### src/inc/rtw_pkg.sv
// Package for the real-time clock with trim and hardware watchdog.
// Assumes a 250 MHz system clock and an AXI4-Lite register bus.
package rtw_pkg;

    // ==========================================================
    // Bus geometry and answers
    localparam int          ADDR_W       = 16;
    localparam logic [1:0]  RESP_OKAY    = 2'h0;
    localparam logic [1:0]  RESP_DECERR  = 2'h3;

    // ==========================================================
    // Register byte addresses
    localparam logic [15:0] OFF_INT5     = 16'hff94;
    localparam logic [15:0] OFF_CTL      = 16'hffb0;
    localparam logic [15:0] OFF_CNT3     = 16'hffb4;
    localparam logic [15:0] OFF_CNT2     = 16'hffb8;
    localparam logic [15:0] OFF_CNT1     = 16'hffbc;
    localparam logic [15:0] OFF_CNT0     = 16'hffc0;
    localparam logic [15:0] OFF_ACC2     = 16'hffc4;
    localparam logic [15:0] OFF_ACC1     = 16'hffc8;
    localparam logic [15:0] OFF_ACC0     = 16'hffcc;
    localparam logic [15:0] OFF_TRIM2    = 16'hffd0;
    localparam logic [15:0] OFF_TRIM1    = 16'hffd4;
    localparam logic [15:0] OFF_TRIM0    = 16'hffd8;
    localparam logic [15:0] OFF_IRQ_STAT = 16'hffdc;
    localparam logic [15:0] OFF_IRQ_MASK = 16'hffe0;
    localparam logic [15:0] OFF_LIVE_CNT = 16'hffe4;
    localparam logic [15:0] OFF_CFG      = 16'hffe8;

    // ==========================================================
    // Field positions and reset values
    localparam int          INT5_POWERDOWN_MUX_SELECT   = 7;
    localparam int          INT5_IEN     = 5;
    localparam int          INT5_FLAG    = 4;
    localparam int          CFG_FASTSRC  = 0;
    localparam int          TRIM_SIGN    = 23;
    localparam int          IST_INTERVAL = 0;
    localparam int          IST_CARRY    = 1;
    localparam int          IST_WDOG     = 2;
    localparam int          IST_W        = 3;
    localparam logic [7:0]  CTL_RST      = 8'h00;
    localparam logic [7:0]  INT5_RST     = 8'h00;
    localparam logic [7:0]  STAGE_RST    = 8'h00;

    // ==========================================================
    // Timing
    localparam longint      CLK_HZ       = 64'd250_000_000;
    localparam longint      MCLK_HZ      = 64'd96_000_000;
    localparam longint      FAST_DIV     = 64'd2930;
    localparam int          FAST_DIV_CYC = int'((CLK_HZ * FAST_DIV) / MCLK_HZ);
    localparam int          OSC_HZ       = 32768;
    localparam int          HALF_TICKS   = OSC_HZ / 2;
    localparam longint      WDOG_MS      = 64'd500;
    localparam int          WDOG_CYC     = int'((CLK_HZ * WDOG_MS) / 64'd1000);

    // ==========================================================
    // Types
    typedef struct packed {
        logic [1:0] unused;
        logic       load;
        logic [1:0] period;
        logic [2:0] interval;
    } rtw_ctl_s;

    typedef enum logic [1:0] {
        WD_IDLE  = 2'b00,
        WD_RUN   = 2'b01,
        WD_FIRED = 2'b10
    } rtw_wd_e;

endpackage
### src/hdl/rtw_top.sv
// Real-time clock with trim compensation and hardware watchdog.
// Assumes an AXI4-Lite master, a level 32 kHz oscillator input
// synchronous to i_clk, and system reset logic taking o_chip_reset.
`timescale 1ns/10ps
`default_nettype none

module rtw_top #(
    parameter int FAST_DIV_CYC = rtw_pkg::FAST_DIV_CYC,
    parameter int WDOG_CYC     = rtw_pkg::WDOG_CYC
) (
    input  wire logic                       i_clk,
    input  wire logic                       i_rst,
    input  wire logic                       i_lsosc,
    input  wire logic                       i_awvalid,
    output logic                            o_awready,
    input  wire logic [rtw_pkg::ADDR_W-1:0] i_awaddr,
    input  wire logic                       i_wvalid,
    output logic                            o_wready,
    input  wire logic [31:0]                i_wdata,
    input  wire logic [3:0]                 i_wstrb,
    output logic                            o_bvalid,
    input  wire logic                       i_bready,
    output logic [1:0]                      o_bresp,
    input  wire logic                       i_arvalid,
    output logic                            o_arready,
    input  wire logic [rtw_pkg::ADDR_W-1:0] i_araddr,
    output logic                            o_rvalid,
    input  wire logic                       i_rready,
    output logic [31:0]                     o_rdata,
    output logic [1:0]                      o_rresp,
    output logic                            o_ext_int5,
    output logic                            o_chip_reset,
    output logic                            o_powerdown_mux,
    output logic                            o_irq
);

    localparam int FDW = $clog2(FAST_DIV_CYC);
    localparam int WDW = $clog2(WDOG_CYC);
    localparam int HTW = $clog2(rtw_pkg::HALF_TICKS);

    // ==========================================================
    // Functions
    function automatic logic [3:0] period_mask(input logic [1:0] sel);
        logic [3:0] m;
        m = 4'h1;
        if (sel == 2'b10) begin
            m = 4'h0;
        end else if (sel == 2'b11) begin
            m = 4'h3;
        end
        return m;
    endfunction

    function automatic logic [3:0] interval_mask(input logic [2:0] sel);
        logic [3:0] m;
        m = 4'h1;
        if (sel[2]) begin
            m = period_mask({1'b1, sel[1] | sel[0]});
            if (sel[1:0] == 2'b10) begin
                m = 4'h7;
            end else if (sel[1:0] == 2'b11) begin
                m = 4'hf;
            end
        end
        return m;
    endfunction

    // ==========================================================
    // Declarations
    logic                       awready_reg, wready_reg, bvalid_reg;
    logic                       arready_reg, rvalid_reg;
    logic [1:0]                 bresp_reg, rresp_reg;
    logic [31:0]                rdata_reg;
    logic [rtw_pkg::ADDR_W-1:0] awaddr_reg;
    logic [7:0]                 wbyte_reg;
    logic                       wlane_reg;
    logic                       do_write, wr_en, rd_take, rd_int5;
    logic [31:0]                rd_data;
    logic                       rd_ok, wr_ok;
    rtw_pkg::rtw_ctl_s          ctl_reg;
    logic                       powerdown_mux_select_reg, ien_reg, flag_reg, fastsrc_reg;
    logic [31:0]                stage_cnt_reg;
    logic [23:0]                stage_acc_reg, stage_trim_reg;
    logic [31:0]                cnt_reg;
    logic [23:0]                acc_reg, trim_reg;
    logic [rtw_pkg::IST_W-1:0]  ist_reg, imask_reg, ist_evt;
    logic                       osc_prev_reg, tick32_reg;
    logic [FDW-1:0]             fdiv_reg;
    logic [HTW-1:0]             hdiv_reg;
    logic [3:0]                 halves_reg;
    logic                       half_mark, cnt_tick, int_tick;
    logic [3:0]                 halves_next;
    logic [24:0]                acc_sum;
    logic [WDW-1:0]             wd_cnt_reg;
    rtw_pkg::rtw_wd_e           wd_state_reg;
    logic                       wd_fire;
    logic                       ext_int5_reg, chip_reset_reg, irq_reg;

    assign o_awready       = awready_reg;
    assign o_wready        = wready_reg;
    assign o_bvalid        = bvalid_reg;
    assign o_bresp         = bresp_reg;
    assign o_arready       = arready_reg;
    assign o_rvalid        = rvalid_reg;
    assign o_rdata         = rdata_reg;
    assign o_rresp         = rresp_reg;
    assign o_ext_int5      = ext_int5_reg;
    assign o_chip_reset    = chip_reset_reg;
    assign o_powerdown_mux = powerdown_mux_select_reg;
    assign o_irq           = irq_reg;

    // ==========================================================
    // AXI4-Lite write channel
    assign do_write = !awready_reg && !wready_reg && !bvalid_reg;
    assign wr_en    = do_write && wlane_reg;

    always_ff @(posedge i_clk) begin
        if (i_rst) begin
            awready_reg <= 1'b1;
            wready_reg  <= 1'b1;
            bvalid_reg  <= 1'b0;
            bresp_reg   <= rtw_pkg::RESP_OKAY;
            awaddr_reg  <= '0;
            wbyte_reg   <= 8'h00;
            wlane_reg   <= 1'b0;
        end else begin
            if (i_awvalid && awready_reg) begin
                awready_reg <= 1'b0;
                awaddr_reg  <= i_awaddr;
            end
            if (i_wvalid && wready_reg) begin
                wready_reg <= 1'b0;
                wbyte_reg  <= i_wdata[7:0];
                wlane_reg  <= i_wstrb[0];
            end
            if (do_write) begin
                bvalid_reg <= 1'b1;
                bresp_reg  <= wr_ok ? rtw_pkg::RESP_OKAY : rtw_pkg::RESP_DECERR;
            end
            if (bvalid_reg && i_bready) begin
                bvalid_reg  <= 1'b0;
                awready_reg <= 1'b1;
                wready_reg  <= 1'b1;
            end
        end
    end

    always_comb begin
        case (awaddr_reg)
            rtw_pkg::OFF_INT5, rtw_pkg::OFF_CTL, rtw_pkg::OFF_CNT3, rtw_pkg::OFF_CNT2,
            rtw_pkg::OFF_CNT1, rtw_pkg::OFF_CNT0, rtw_pkg::OFF_ACC2, rtw_pkg::OFF_ACC1,
            rtw_pkg::OFF_ACC0, rtw_pkg::OFF_TRIM2, rtw_pkg::OFF_TRIM1, rtw_pkg::OFF_TRIM0,
            rtw_pkg::OFF_IRQ_STAT, rtw_pkg::OFF_IRQ_MASK, rtw_pkg::OFF_LIVE_CNT,
            rtw_pkg::OFF_CFG: wr_ok = 1'b1;
            default: wr_ok = 1'b0;
        endcase
    end

    // ==========================================================
    // AXI4-Lite read channel
    assign rd_take = i_arvalid && arready_reg;
    assign rd_int5 = rd_take && (i_araddr == rtw_pkg::OFF_INT5);

    always_comb begin
        rd_ok   = 1'b1;
        rd_data = 32'h0000_0000;
        case (i_araddr)
            rtw_pkg::OFF_INT5: begin
                rd_data[rtw_pkg::INT5_POWERDOWN_MUX_SELECT] = powerdown_mux_select_reg;
                rd_data[rtw_pkg::INT5_IEN]   = ien_reg;
                rd_data[rtw_pkg::INT5_FLAG]  = flag_reg;
            end
            rtw_pkg::OFF_CTL:      rd_data[7:0] = ctl_reg;
            rtw_pkg::OFF_CNT3:     rd_data[7:0] = stage_cnt_reg[31:24];
            rtw_pkg::OFF_CNT2:     rd_data[7:0] = stage_cnt_reg[23:16];
            rtw_pkg::OFF_CNT1:     rd_data[7:0] = stage_cnt_reg[15:8];
            rtw_pkg::OFF_CNT0:     rd_data[7:0] = stage_cnt_reg[7:0];
            rtw_pkg::OFF_ACC2:     rd_data[7:0] = stage_acc_reg[23:16];
            rtw_pkg::OFF_ACC1:     rd_data[7:0] = stage_acc_reg[15:8];
            rtw_pkg::OFF_ACC0:     rd_data[7:0] = stage_acc_reg[7:0];
            rtw_pkg::OFF_TRIM2:    rd_data[7:0] = stage_trim_reg[23:16];
            rtw_pkg::OFF_TRIM1:    rd_data[7:0] = stage_trim_reg[15:8];
            rtw_pkg::OFF_TRIM0:    rd_data[7:0] = stage_trim_reg[7:0];
            rtw_pkg::OFF_IRQ_STAT: rd_data[rtw_pkg::IST_W-1:0] = ist_reg;
            rtw_pkg::OFF_IRQ_MASK: rd_data[rtw_pkg::IST_W-1:0] = imask_reg;
            rtw_pkg::OFF_LIVE_CNT: rd_data = cnt_reg;
            rtw_pkg::OFF_CFG:      rd_data[rtw_pkg::CFG_FASTSRC] = fastsrc_reg;
            default:               rd_ok = 1'b0;
        endcase
    end

    always_ff @(posedge i_clk) begin
        if (i_rst) begin
            arready_reg <= 1'b1;
            rvalid_reg  <= 1'b0;
            rdata_reg   <= 32'h0000_0000;
            rresp_reg   <= rtw_pkg::RESP_OKAY;
        end else if (rd_take) begin
            arready_reg <= 1'b0;
            rvalid_reg  <= 1'b1;
            rdata_reg   <= rd_data;
            rresp_reg   <= rd_ok ? rtw_pkg::RESP_OKAY : rtw_pkg::RESP_DECERR;
        end else if (rvalid_reg && i_rready) begin
            rvalid_reg  <= 1'b0;
            arready_reg <= 1'b1;
        end
    end

    // ==========================================================
    // Control, configuration and staging registers
    always_ff @(posedge i_clk) begin
        if (i_rst) begin
            ctl_reg <= rtw_pkg::CTL_RST;
        end else if (wr_en && awaddr_reg == rtw_pkg::OFF_CTL) begin
            ctl_reg <= {2'b00, wbyte_reg[5:0]};
        end else if (tick32_reg && ctl_reg.load) begin
            ctl_reg.load <= 1'b0;
        end
    end

    always_ff @(posedge i_clk) begin
        if (i_rst) begin
            powerdown_mux_select_reg   <= rtw_pkg::INT5_RST[rtw_pkg::INT5_POWERDOWN_MUX_SELECT];
            ien_reg     <= rtw_pkg::INT5_RST[rtw_pkg::INT5_IEN];
            fastsrc_reg <= 1'b0;
            imask_reg   <= '0;
        end else if (wr_en) begin
            if (awaddr_reg == rtw_pkg::OFF_INT5) begin
                powerdown_mux_select_reg <= wbyte_reg[rtw_pkg::INT5_POWERDOWN_MUX_SELECT];
                ien_reg   <= wbyte_reg[rtw_pkg::INT5_IEN];
            end
            if (awaddr_reg == rtw_pkg::OFF_CFG) begin
                fastsrc_reg <= wbyte_reg[rtw_pkg::CFG_FASTSRC];
            end
            if (awaddr_reg == rtw_pkg::OFF_IRQ_MASK) begin
                imask_reg <= wbyte_reg[rtw_pkg::IST_W-1:0];
            end
        end
    end

    always_ff @(posedge i_clk) begin
        if (i_rst) begin
            stage_cnt_reg  <= {4{rtw_pkg::STAGE_RST}};
            stage_acc_reg  <= {3{rtw_pkg::STAGE_RST}};
            stage_trim_reg <= {3{rtw_pkg::STAGE_RST}};
        end else if (wr_en) begin
            case (awaddr_reg)
                rtw_pkg::OFF_CNT3:  stage_cnt_reg[31:24]  <= wbyte_reg;
                rtw_pkg::OFF_CNT2:  stage_cnt_reg[23:16]  <= wbyte_reg;
                rtw_pkg::OFF_CNT1:  stage_cnt_reg[15:8]   <= wbyte_reg;
                rtw_pkg::OFF_CNT0:  stage_cnt_reg[7:0]    <= wbyte_reg;
                rtw_pkg::OFF_ACC2:  stage_acc_reg[23:16]  <= wbyte_reg;
                rtw_pkg::OFF_ACC1:  stage_acc_reg[15:8]   <= wbyte_reg;
                rtw_pkg::OFF_ACC0:  stage_acc_reg[7:0]    <= wbyte_reg;
                rtw_pkg::OFF_TRIM2: stage_trim_reg[23:16] <= wbyte_reg;
                rtw_pkg::OFF_TRIM1: stage_trim_reg[15:8]  <= wbyte_reg;
                rtw_pkg::OFF_TRIM0: stage_trim_reg[7:0]   <= wbyte_reg;
                default: ;
            endcase
        end
    end

    // ==========================================================
    // 32 kHz tick source and half-second marks
    always_ff @(posedge i_clk) begin
        if (i_rst) begin
            osc_prev_reg <= 1'b0;
            fdiv_reg     <= '0;
            tick32_reg   <= 1'b0;
        end else begin
            osc_prev_reg <= i_lsosc;
            if (fdiv_reg == FDW'(FAST_DIV_CYC - 1)) begin
                fdiv_reg <= '0;
            end else begin
                fdiv_reg <= fdiv_reg + 1'b1;
            end
            if (fastsrc_reg) begin
                tick32_reg <= (fdiv_reg == FDW'(FAST_DIV_CYC - 1));
            end else begin
                tick32_reg <= i_lsosc && !osc_prev_reg;
            end
        end
    end

    assign half_mark   = tick32_reg && (hdiv_reg == HTW'(rtw_pkg::HALF_TICKS - 1));
    assign halves_next = halves_reg + 1'b1;
    assign cnt_tick    = half_mark && ((halves_next & period_mask(ctl_reg.period)) == 4'h0);
    assign int_tick    = half_mark && ((halves_next & interval_mask(ctl_reg.interval)) == 4'h0);

    always_ff @(posedge i_clk) begin
        if (i_rst) begin
            hdiv_reg   <= '0;
            halves_reg <= 4'h0;
        end else if (tick32_reg) begin
            hdiv_reg <= hdiv_reg + 1'b1;
            if (half_mark) begin
                halves_reg <= halves_next;
            end
        end
    end

    // ==========================================================
    // Time counter, accumulator and trim
    assign acc_sum = {1'b0, acc_reg} + {2'b00, trim_reg[rtw_pkg::TRIM_SIGN-1:0]};

    always_ff @(posedge i_clk) begin
        if (i_rst) begin
            cnt_reg  <= 32'h0000_0000;
            acc_reg  <= 24'h00_0000;
            trim_reg <= 24'h00_0000;
        end else if (tick32_reg && ctl_reg.load) begin
            cnt_reg  <= stage_cnt_reg;
            acc_reg  <= stage_acc_reg;
            trim_reg <= stage_trim_reg;
        end else if (cnt_tick) begin
            acc_reg <= acc_sum[23:0];
            if (!acc_sum[24]) begin
                cnt_reg <= cnt_reg + 32'h0000_0001;
            end else if (!trim_reg[rtw_pkg::TRIM_SIGN]) begin
                cnt_reg <= cnt_reg + 32'h0000_0002;
            end
        end
    end

    // ==========================================================
    // Interrupt flag and external interrupt 5
    always_ff @(posedge i_clk) begin
        if (i_rst) begin
            flag_reg <= rtw_pkg::INT5_RST[rtw_pkg::INT5_FLAG];
        end else if (int_tick) begin
            flag_reg <= 1'b1;
        end else if (rd_int5) begin
            flag_reg <= 1'b0;
        end
    end

    always_ff @(posedge i_clk) begin
        if (i_rst) begin
            ext_int5_reg <= 1'b0;
        end else begin
            ext_int5_reg <= flag_reg && ien_reg;
        end
    end

    // ==========================================================
    // Hardware watchdog
    assign wd_fire = (wd_state_reg == rtw_pkg::WD_RUN) && (wd_cnt_reg == WDW'(WDOG_CYC - 1));

    always_ff @(posedge i_clk) begin
        if (i_rst) begin
            wd_state_reg   <= rtw_pkg::WD_IDLE;
            wd_cnt_reg     <= '0;
            chip_reset_reg <= 1'b0;
        end else begin
            chip_reset_reg <= wd_fire;
            if (!ien_reg || !flag_reg) begin
                wd_state_reg <= rtw_pkg::WD_IDLE;
                wd_cnt_reg   <= '0;
            end else begin
                case (wd_state_reg)
                    rtw_pkg::WD_IDLE: begin
                        wd_state_reg <= rtw_pkg::WD_RUN;
                        wd_cnt_reg   <= '0;
                    end
                    rtw_pkg::WD_RUN: begin
                        if (wd_fire) begin
                            wd_state_reg <= rtw_pkg::WD_FIRED;
                        end else begin
                            wd_cnt_reg <= wd_cnt_reg + 1'b1;
                        end
                    end
                    rtw_pkg::WD_FIRED: wd_state_reg <= rtw_pkg::WD_FIRED;
                    default:           wd_state_reg <= rtw_pkg::WD_IDLE;
                endcase
            end
        end
    end

    // ==========================================================
    // Sticky status, mask and interrupt output
    always_comb begin
        ist_evt                        = '0;
        ist_evt[rtw_pkg::IST_INTERVAL] = int_tick;
        ist_evt[rtw_pkg::IST_CARRY]    = cnt_tick && acc_sum[24] && !ctl_reg.load;
        ist_evt[rtw_pkg::IST_WDOG]     = wd_fire;
    end

    always_ff @(posedge i_clk) begin
        if (i_rst) begin
            ist_reg <= '0;
        end else if (wr_en && awaddr_reg == rtw_pkg::OFF_IRQ_STAT) begin
            ist_reg <= (ist_reg & ~wbyte_reg[rtw_pkg::IST_W-1:0]) | ist_evt;
        end else begin
            ist_reg <= ist_reg | ist_evt;
        end
    end

    always_ff @(posedge i_clk) begin
        if (i_rst) begin
            irq_reg <= 1'b0;
        end else begin
            irq_reg <= |(ist_reg & imask_reg);
        end
    end

endmodule

`default_nettype wire

### config.mk
export PLATFORM = sky130hd
export DESIGN_NAME = rtw_top
export DESIGN_NICKNAME = d
export VERILOG_FILES = /design/src/inc/rtw_pkg.sv /design/src/hdl/rtw_top.sv
export SDC_FILE = /design/constraint.sdc
export NUM_CORES = 1
export LEC_CHECK = 0
export ABC_AREA = 1
export BUFFER_PORTS_ARGS = -buffer_cell sky130_fd_sc_hd__buf_2
export CAP_MARGIN = 10
export CORE_ASPECT_RATIO = 0.9
export CORE_MARGIN = 2
export CORE_UTILIZATION = 55
export DETAILED_ROUTE_END_ITERATION = 6
export PLACE_DENSITY = 0.71
export SETUP_SLACK_MARGIN = 0.4
export SYNTH_ARGS = -nofsm -noshare
export SYNTH_HDL_FRONTEND = slang
export SYNTH_SLANG_ARGS = --single-unit
### constraint.sdc
create_clock -name i_clk -period 3.98 [get_ports i_clk]
set_input_delay 0.796 -clock i_clk [delete_from_list [all_inputs] [get_ports i_clk]]
set_output_delay 0.796 -clock i_clk [all_outputs]
set_load 0.01 [all_outputs]
Word-level counts from Yosys, hierarchy flattened. Cells that the tools add are included. Widths: inputs -> output; s select.

Output and inout bits: 45. Bits of input ports: 76. Register bits after elaboration: 307. Logic and storage cells: 197.

Bitwise operators: 8. Reduce and logical (&&, ||, !) cells: 58. Add/subtract/negate cells: 7. Equality and inequality tests: 44. Mux-type cells: 37.

Operators with widths (count): $eq 16x16->1 const B (32); $mux 32 (4); $mux 24 (3); $pmux 27 s2 (1); $add 32x1->32 const B (1); $add 32x2->32 const B (1); $reduce_and 2->1 (16); $reduce_or 16->1 (2); $pmux 2 s14 (1); $add 27x1->27 const B (1); $eq 27x27->1 const B (1); $mux 27 (1); $pmux 2 s13 (1); $add 24x23->25 (1); $pmux 1 s12 (2); $logic_and 1x1->1 (20); $pmux 1 s15 (1); $add 14x1->14 const B (1); $eq 14x14->1 const B (1); $add 13x1->13 const B (1); $eq 13x13->1 const B (1); $mux 2 (6); $mux 4 (3); $mux 1 (11); 20 further kinds (41).

Depth between registers and ports, before layout.
Word-level depth: 10. Gate-level depth with buffers: 16. Gate-level depth less buffers: 15.

Least setup slack after synthesis. Ideal clock, no wire load.

Path type: register to register. From: register acc_reg[0]. To: register cnt_reg[21]. Setup slack: 1.906 ns. Clock period less this slack: 2.074 ns. Path buffers: 2. Data required time: 3.848 ns. Library setup time: 0.132 ns. Cell stages (with the launch flop): 15. Data arrival time: 1.942 ns. Cells stage by stage: dfxtp_1 -> ha_1 -> fa_1 -> nand2_1 -> nand2_1 -> nand3_1 -> nand2_1 -> nand2_1 -> nand3_2 -> nand2_4 -> nand2_4 -> buf_6 -> buf_8 -> nand2_1 -> a21oi_1.

Word-level cells in the longest chain between the ends: 4. Elaborated cells between the ends (all ways): 6. Those cells by class: 1 x add/sub; 1 x eq/ne; 3 x mux; 1 x reduce/logical.

RTL lines: start: declaration (RTL line rtw_top.sv:85) `logic [23:0] acc_reg, trim_reg;`; start signal: assignment (RTL line rtw_top.sv:313) `acc_reg <= stage_acc_reg;`; start signal: assignment (RTL line rtw_top.sv:316) `acc_reg <= acc_sum[23:0];`; $add 24x23->25 * (RTL line rtw_top.sv:304) `assign acc_sum = {1'b0, acc_reg} + {2'b00, trim_reg[rtw_pkg::TRIM_SIGN-1:0]};`; $mux 32 (RTL line rtw_top.sv:317) `if (!acc_sum[24]) begin`; $mux 32 (RTL line rtw_top.sv:315) `end else if (cnt_tick) begin`; $mux 32 (RTL line rtw_top.sv:311) `end else if (tick32_reg && ctl_reg.load) begin`; end signal: assignment (RTL line rtw_top.sv:312) `cnt_reg <= stage_cnt_reg;`; end signal: assignment (RTL line rtw_top.sv:318) `cnt_reg <= cnt_reg + 32'h0000_0001;`; end signal: assignment (RTL line rtw_top.sv:320) `cnt_reg <= cnt_reg + 32'h0000_0002;`; end: declaration (RTL line rtw_top.sv:84) `logic [31:0] cnt_reg;`.

Every way passes the cells marked *; elsewhere a longest branch is shown, timed or not. The select of a mux whose other input is x is not followed. A chain may end at the register's enable or synchronous reset.

Final worst setup path.
From: register tick32_reg. To: register cnt_reg[31].

Word-level cells in the longest chain between the ends: 4. Elaborated cells between the ends (all ways): 7. Those cells by class: 1 x eq/ne; 1 x mux; 5 x reduce/logical.

RTL lines: start: declaration (RTL line rtw_top.sv:87) `logic osc_prev_reg, tick32_reg;`; start signal: assignment (RTL line rtw_top.sv:278) `tick32_reg <= (fdiv_reg == FDW'(FAST_DIV_CYC - 1));`; start signal: assignment (RTL line rtw_top.sv:280) `tick32_reg <= i_lsosc && !osc_prev_reg;`; $logic_and 1x1->1 (RTL line rtw_top.sv:285) `assign half_mark = tick32_reg && (hdiv_reg == HTW'(rtw_pkg::HALF_TICKS - 1));`; $logic_and 1x1->1 (RTL line rtw_top.sv:287) `assign cnt_tick = half_mark && ((halves_next & period_mask(ctl_reg.period)) == 4'h0);`; $reduce_bool 2->1 (no source line); $reduce_and 2->1 (no source line).

Parallel ways exist; a longest one is shown, timed or not.

==> impl_metrics.toml <==
[cts]
quantity_of_gates_resized_following_cts = 0
ctsHtreeMaxLevel = 2
clock_path_buffers = 3
cts.hold.buffers_added = 0
cts_root_buf = "clkbuf_16"
post-cts-setup-buffer-count = 0
numCtsBuffers = 34
clkSinkCount = 305
cts_tree = "yes"
clkLatencyLatePin_ns = 0.54
clk_transition_reported_paths_ns = 0.06

[sta]
slew_viol_final = 0
final_worst_hold_slack_ns = 0.461
timing.slew.headroom_pct = 26.4
timing.fmax_ghz = 0.351
setup_tns_ns = 0
fin_crit_ns = 2.85
layout_worst_path_cycle_share_pct = 71.5
hold_violations = 0
finalClockSkew_ns = 0.0192
setup_repair_after_global_routing_missed_its_margin = "false"
setup-violations-final = 0
worst-slew-pin-transition_ns = 1.10

[die]
fp-row-count = 61
core_area_sq_um = 30700
floorplan.die.width_microns = 189
start_util_pct = 55.4
num_io_pins = 121
die_height_microns = 171
die_area_sq_um = 32300

[synthesis]
portion_of_the_post_synthesis_area_used_by_sequential_elements_pct = 35.9
post_synth_most_frequent_cells = "nand2_1 (616), nor2_1 (316), dfxtp_1 (305), inv_1 (298), a21oi_1 (254)"
yosysWarnings = 0
syn_avg_cell_area_sq_um = 6.42
postSynthNetCount = 2755
post_synth_instance_area_sq_um = 17000
most_area_consuming_cells_after_synthesis = "dfxtp_1 (36%), nand2_1 (14%), a21oi_1 (7.5%)"
synth.ff_latch_count = 305
synth-edff-count = 0
ys_async_sr_fraction_pct = 0
cell_type_contributing_the_most_total_cell_area_after_synthesis = "dfxtp_1"
post-synth-top-area-fraction_pct = 35.9
post_synth_inst_count = 2646
ys.flop_type = "dfxtp_1"
yosysMostFrequentCell = "nand2_1"
count_of_unique_library_cells_instantiated_by_yosys = 46

[setup_path]
startpoint = "tick32_reg$_SDFF_PP0_"
cells_on_worst_reg2reg_path = 8
crit-reg2reg-capture = "cnt_reg[31]$_SDFFE_PP0P_"
critPathLaunchType = "register"
largest_fanout_on_the_critical_path = 40
r2r_slack_ns = 1.13
crit_arrival_ns = 3.30
critical_path.endpoint_type = "register"
r2r_start = "tick32_reg$_SDFF_PP0_"
critical_path_required_ns = 4.43
crit_type = "reg -> reg"
critPathCapture = "cnt_reg[31]$_SDFFE_PP0P_"

[detailed_routing]
detailroute.wirelength.met3_mm = 4.48
drcViolationCount = 0
drt_iter0_markers = 1819
top_layer = "met4"
postRouteAntennaNets = 0
wl_per_cell_microns = 17.1
dr.pass1.iters = 6
met2_wirelength_mm = 23.3
vias_per_cell = 5.63
drt-met1-wl_mm = 24.2
route.final.wire_length_mm = 53.3
via_count = 17500

[global_route]
grt-ovfl-total = 0
antenna_found_initial = 1
grt_first_pass_wirelength_mm = 83.7
grt_usage_pct = 32.4
grt_max_degree = 80
via_count_of_the_first_global_routing_pass = 15600

[place]
hpwlAfterDp_mm = 38.8
numPortBuffers = 93
routabilityCongestion = 0.968

[final_layout]
fillers = 3023
num_antenna_cells = 0
syn2layout_area_growth_pct = 10.0
finish.net_count = 2782
drive_above_1_share_pct = 7.52

[power]
powerDensity_nw_per_um2 = 353
power_leakage_nw = 7.57
ir_worst_vdd_mv = 0.338

[run_status]
outcome = "complete, no violations"

[hold_path]
tightest_hold_check_type = "reg -> reg"

[flow_run]
timing.max_cap.violations = 0
## stage by stage
| step | power [mW] | util, % | setup slack, ns | area, sq um | instances |
|---|---|---|---|---|---|
| 3_3_place_gp | 3.42 | 57.2 | 0.984 | 17600 | 3046 |
| 4_1_cts | 6.62 | 60.9 | 1.17 | 18700 | 3108 |
| 6_report | 6.60 | 60.9 | 1.13 | 18700 | 3108 |
| 5_1_grt | 6.79 | 60.9 | 0.885 | 18700 | 3108 |
| 3_5_place_dp | 3.42 | 57.2 | 0.921 | 17600 | 3046 |
| 2_1_floorplan | 3.33 | - | 1.91 | 17000 | 2646 |
## report_power, final
group / internal [mW] / switching, mW
registers: 3.08 / 0.0641
logic: 0.0637 / 0.148
clock network: 1.89 / 1.34
## final cells by class
type	count	area [sq um]	share of cell area [%]
inverter	306	1150	6.15
clock inverter	14	151	0.810
sequential	305	6110	32.7
clock buffer	48	995	5.32
tap	409	512	2.74
timing repair buffer	106	566	3.02
multi-input combinational	1920	9220	49.3
## layer usage
layer	up-vias	global-route usage (%)
met5	-	0
met4	0	8.59
met3	83	5.70
met2	636	50.5
met1	8099	46.2
li1	8686	-
## worst max-delay path, cell delays in order (launching register included)
cell,delay (ns)
dfxtp_1,0.63
inv_1,0.29
nor3_4,0.32
nand3_2,0.24
nand2_4,0.23
nand2_4,0.32
nor2_1,0.48
nand2_1,0.09
a21oi_1,0.13
## worst min-delay path by stage
stage	startpoint	endpoint	slack [ns]	cells after the start
finish	o_rdata[11]$_SDFFE_PP0P_	o_rdata[11]$_SDFFE_PP0P_	0.46	2
global route	o_rdata[3]$_SDFFE_PP0P_	o_rdata[3]$_SDFFE_PP0P_	0.48	2
CTS	stage_cnt_reg[4]$_SDFFE_PP0P_	stage_cnt_reg[4]$_SDFFE_PP0P_	0.46	2
detailed placement	stage_cnt_reg[4]$_SDFFE_PP0P_	stage_cnt_reg[4]$_SDFFE_PP0P_	0.45	2
global placement	awaddr_reg[0]$_SDFFE_PP0P_	awaddr_reg[0]$_SDFFE_PP0P_	0.44	2
floorplan	fastsrc_reg$_SDFFE_PP0P_	tick32_reg$_SDFF_PP0_	0.43	1
## layout by cell type, fill, tap and decap left out, types with 30 or more instances in the layout
cell	instances
nand3_1	250
a21oi_1	254
nor2_1	316
ha_1	32
nor3_1	30
clkbuf_16	35
o21ai_0	222
inv_1	297
buf_2	92
nand2_1	615
xor2_1	42
nand4_1	32
dfxtp_1	305
## cells by family (layout without fill, tap and decap cells)
family / count (synthesis) / after routing / synth area share, %
buf+inv: 421 / 474 / 9.84
simple gates: 1298 / 1298 / 32.5
flops: 305 / 305 / 35.9
xor+xnor: 47 / 47 / 2.42
compound gates: 542 / 542 / 16.8
fa+ha+maj: 33 / 33 / 2.47
Power figures use the tool's default switching activity.
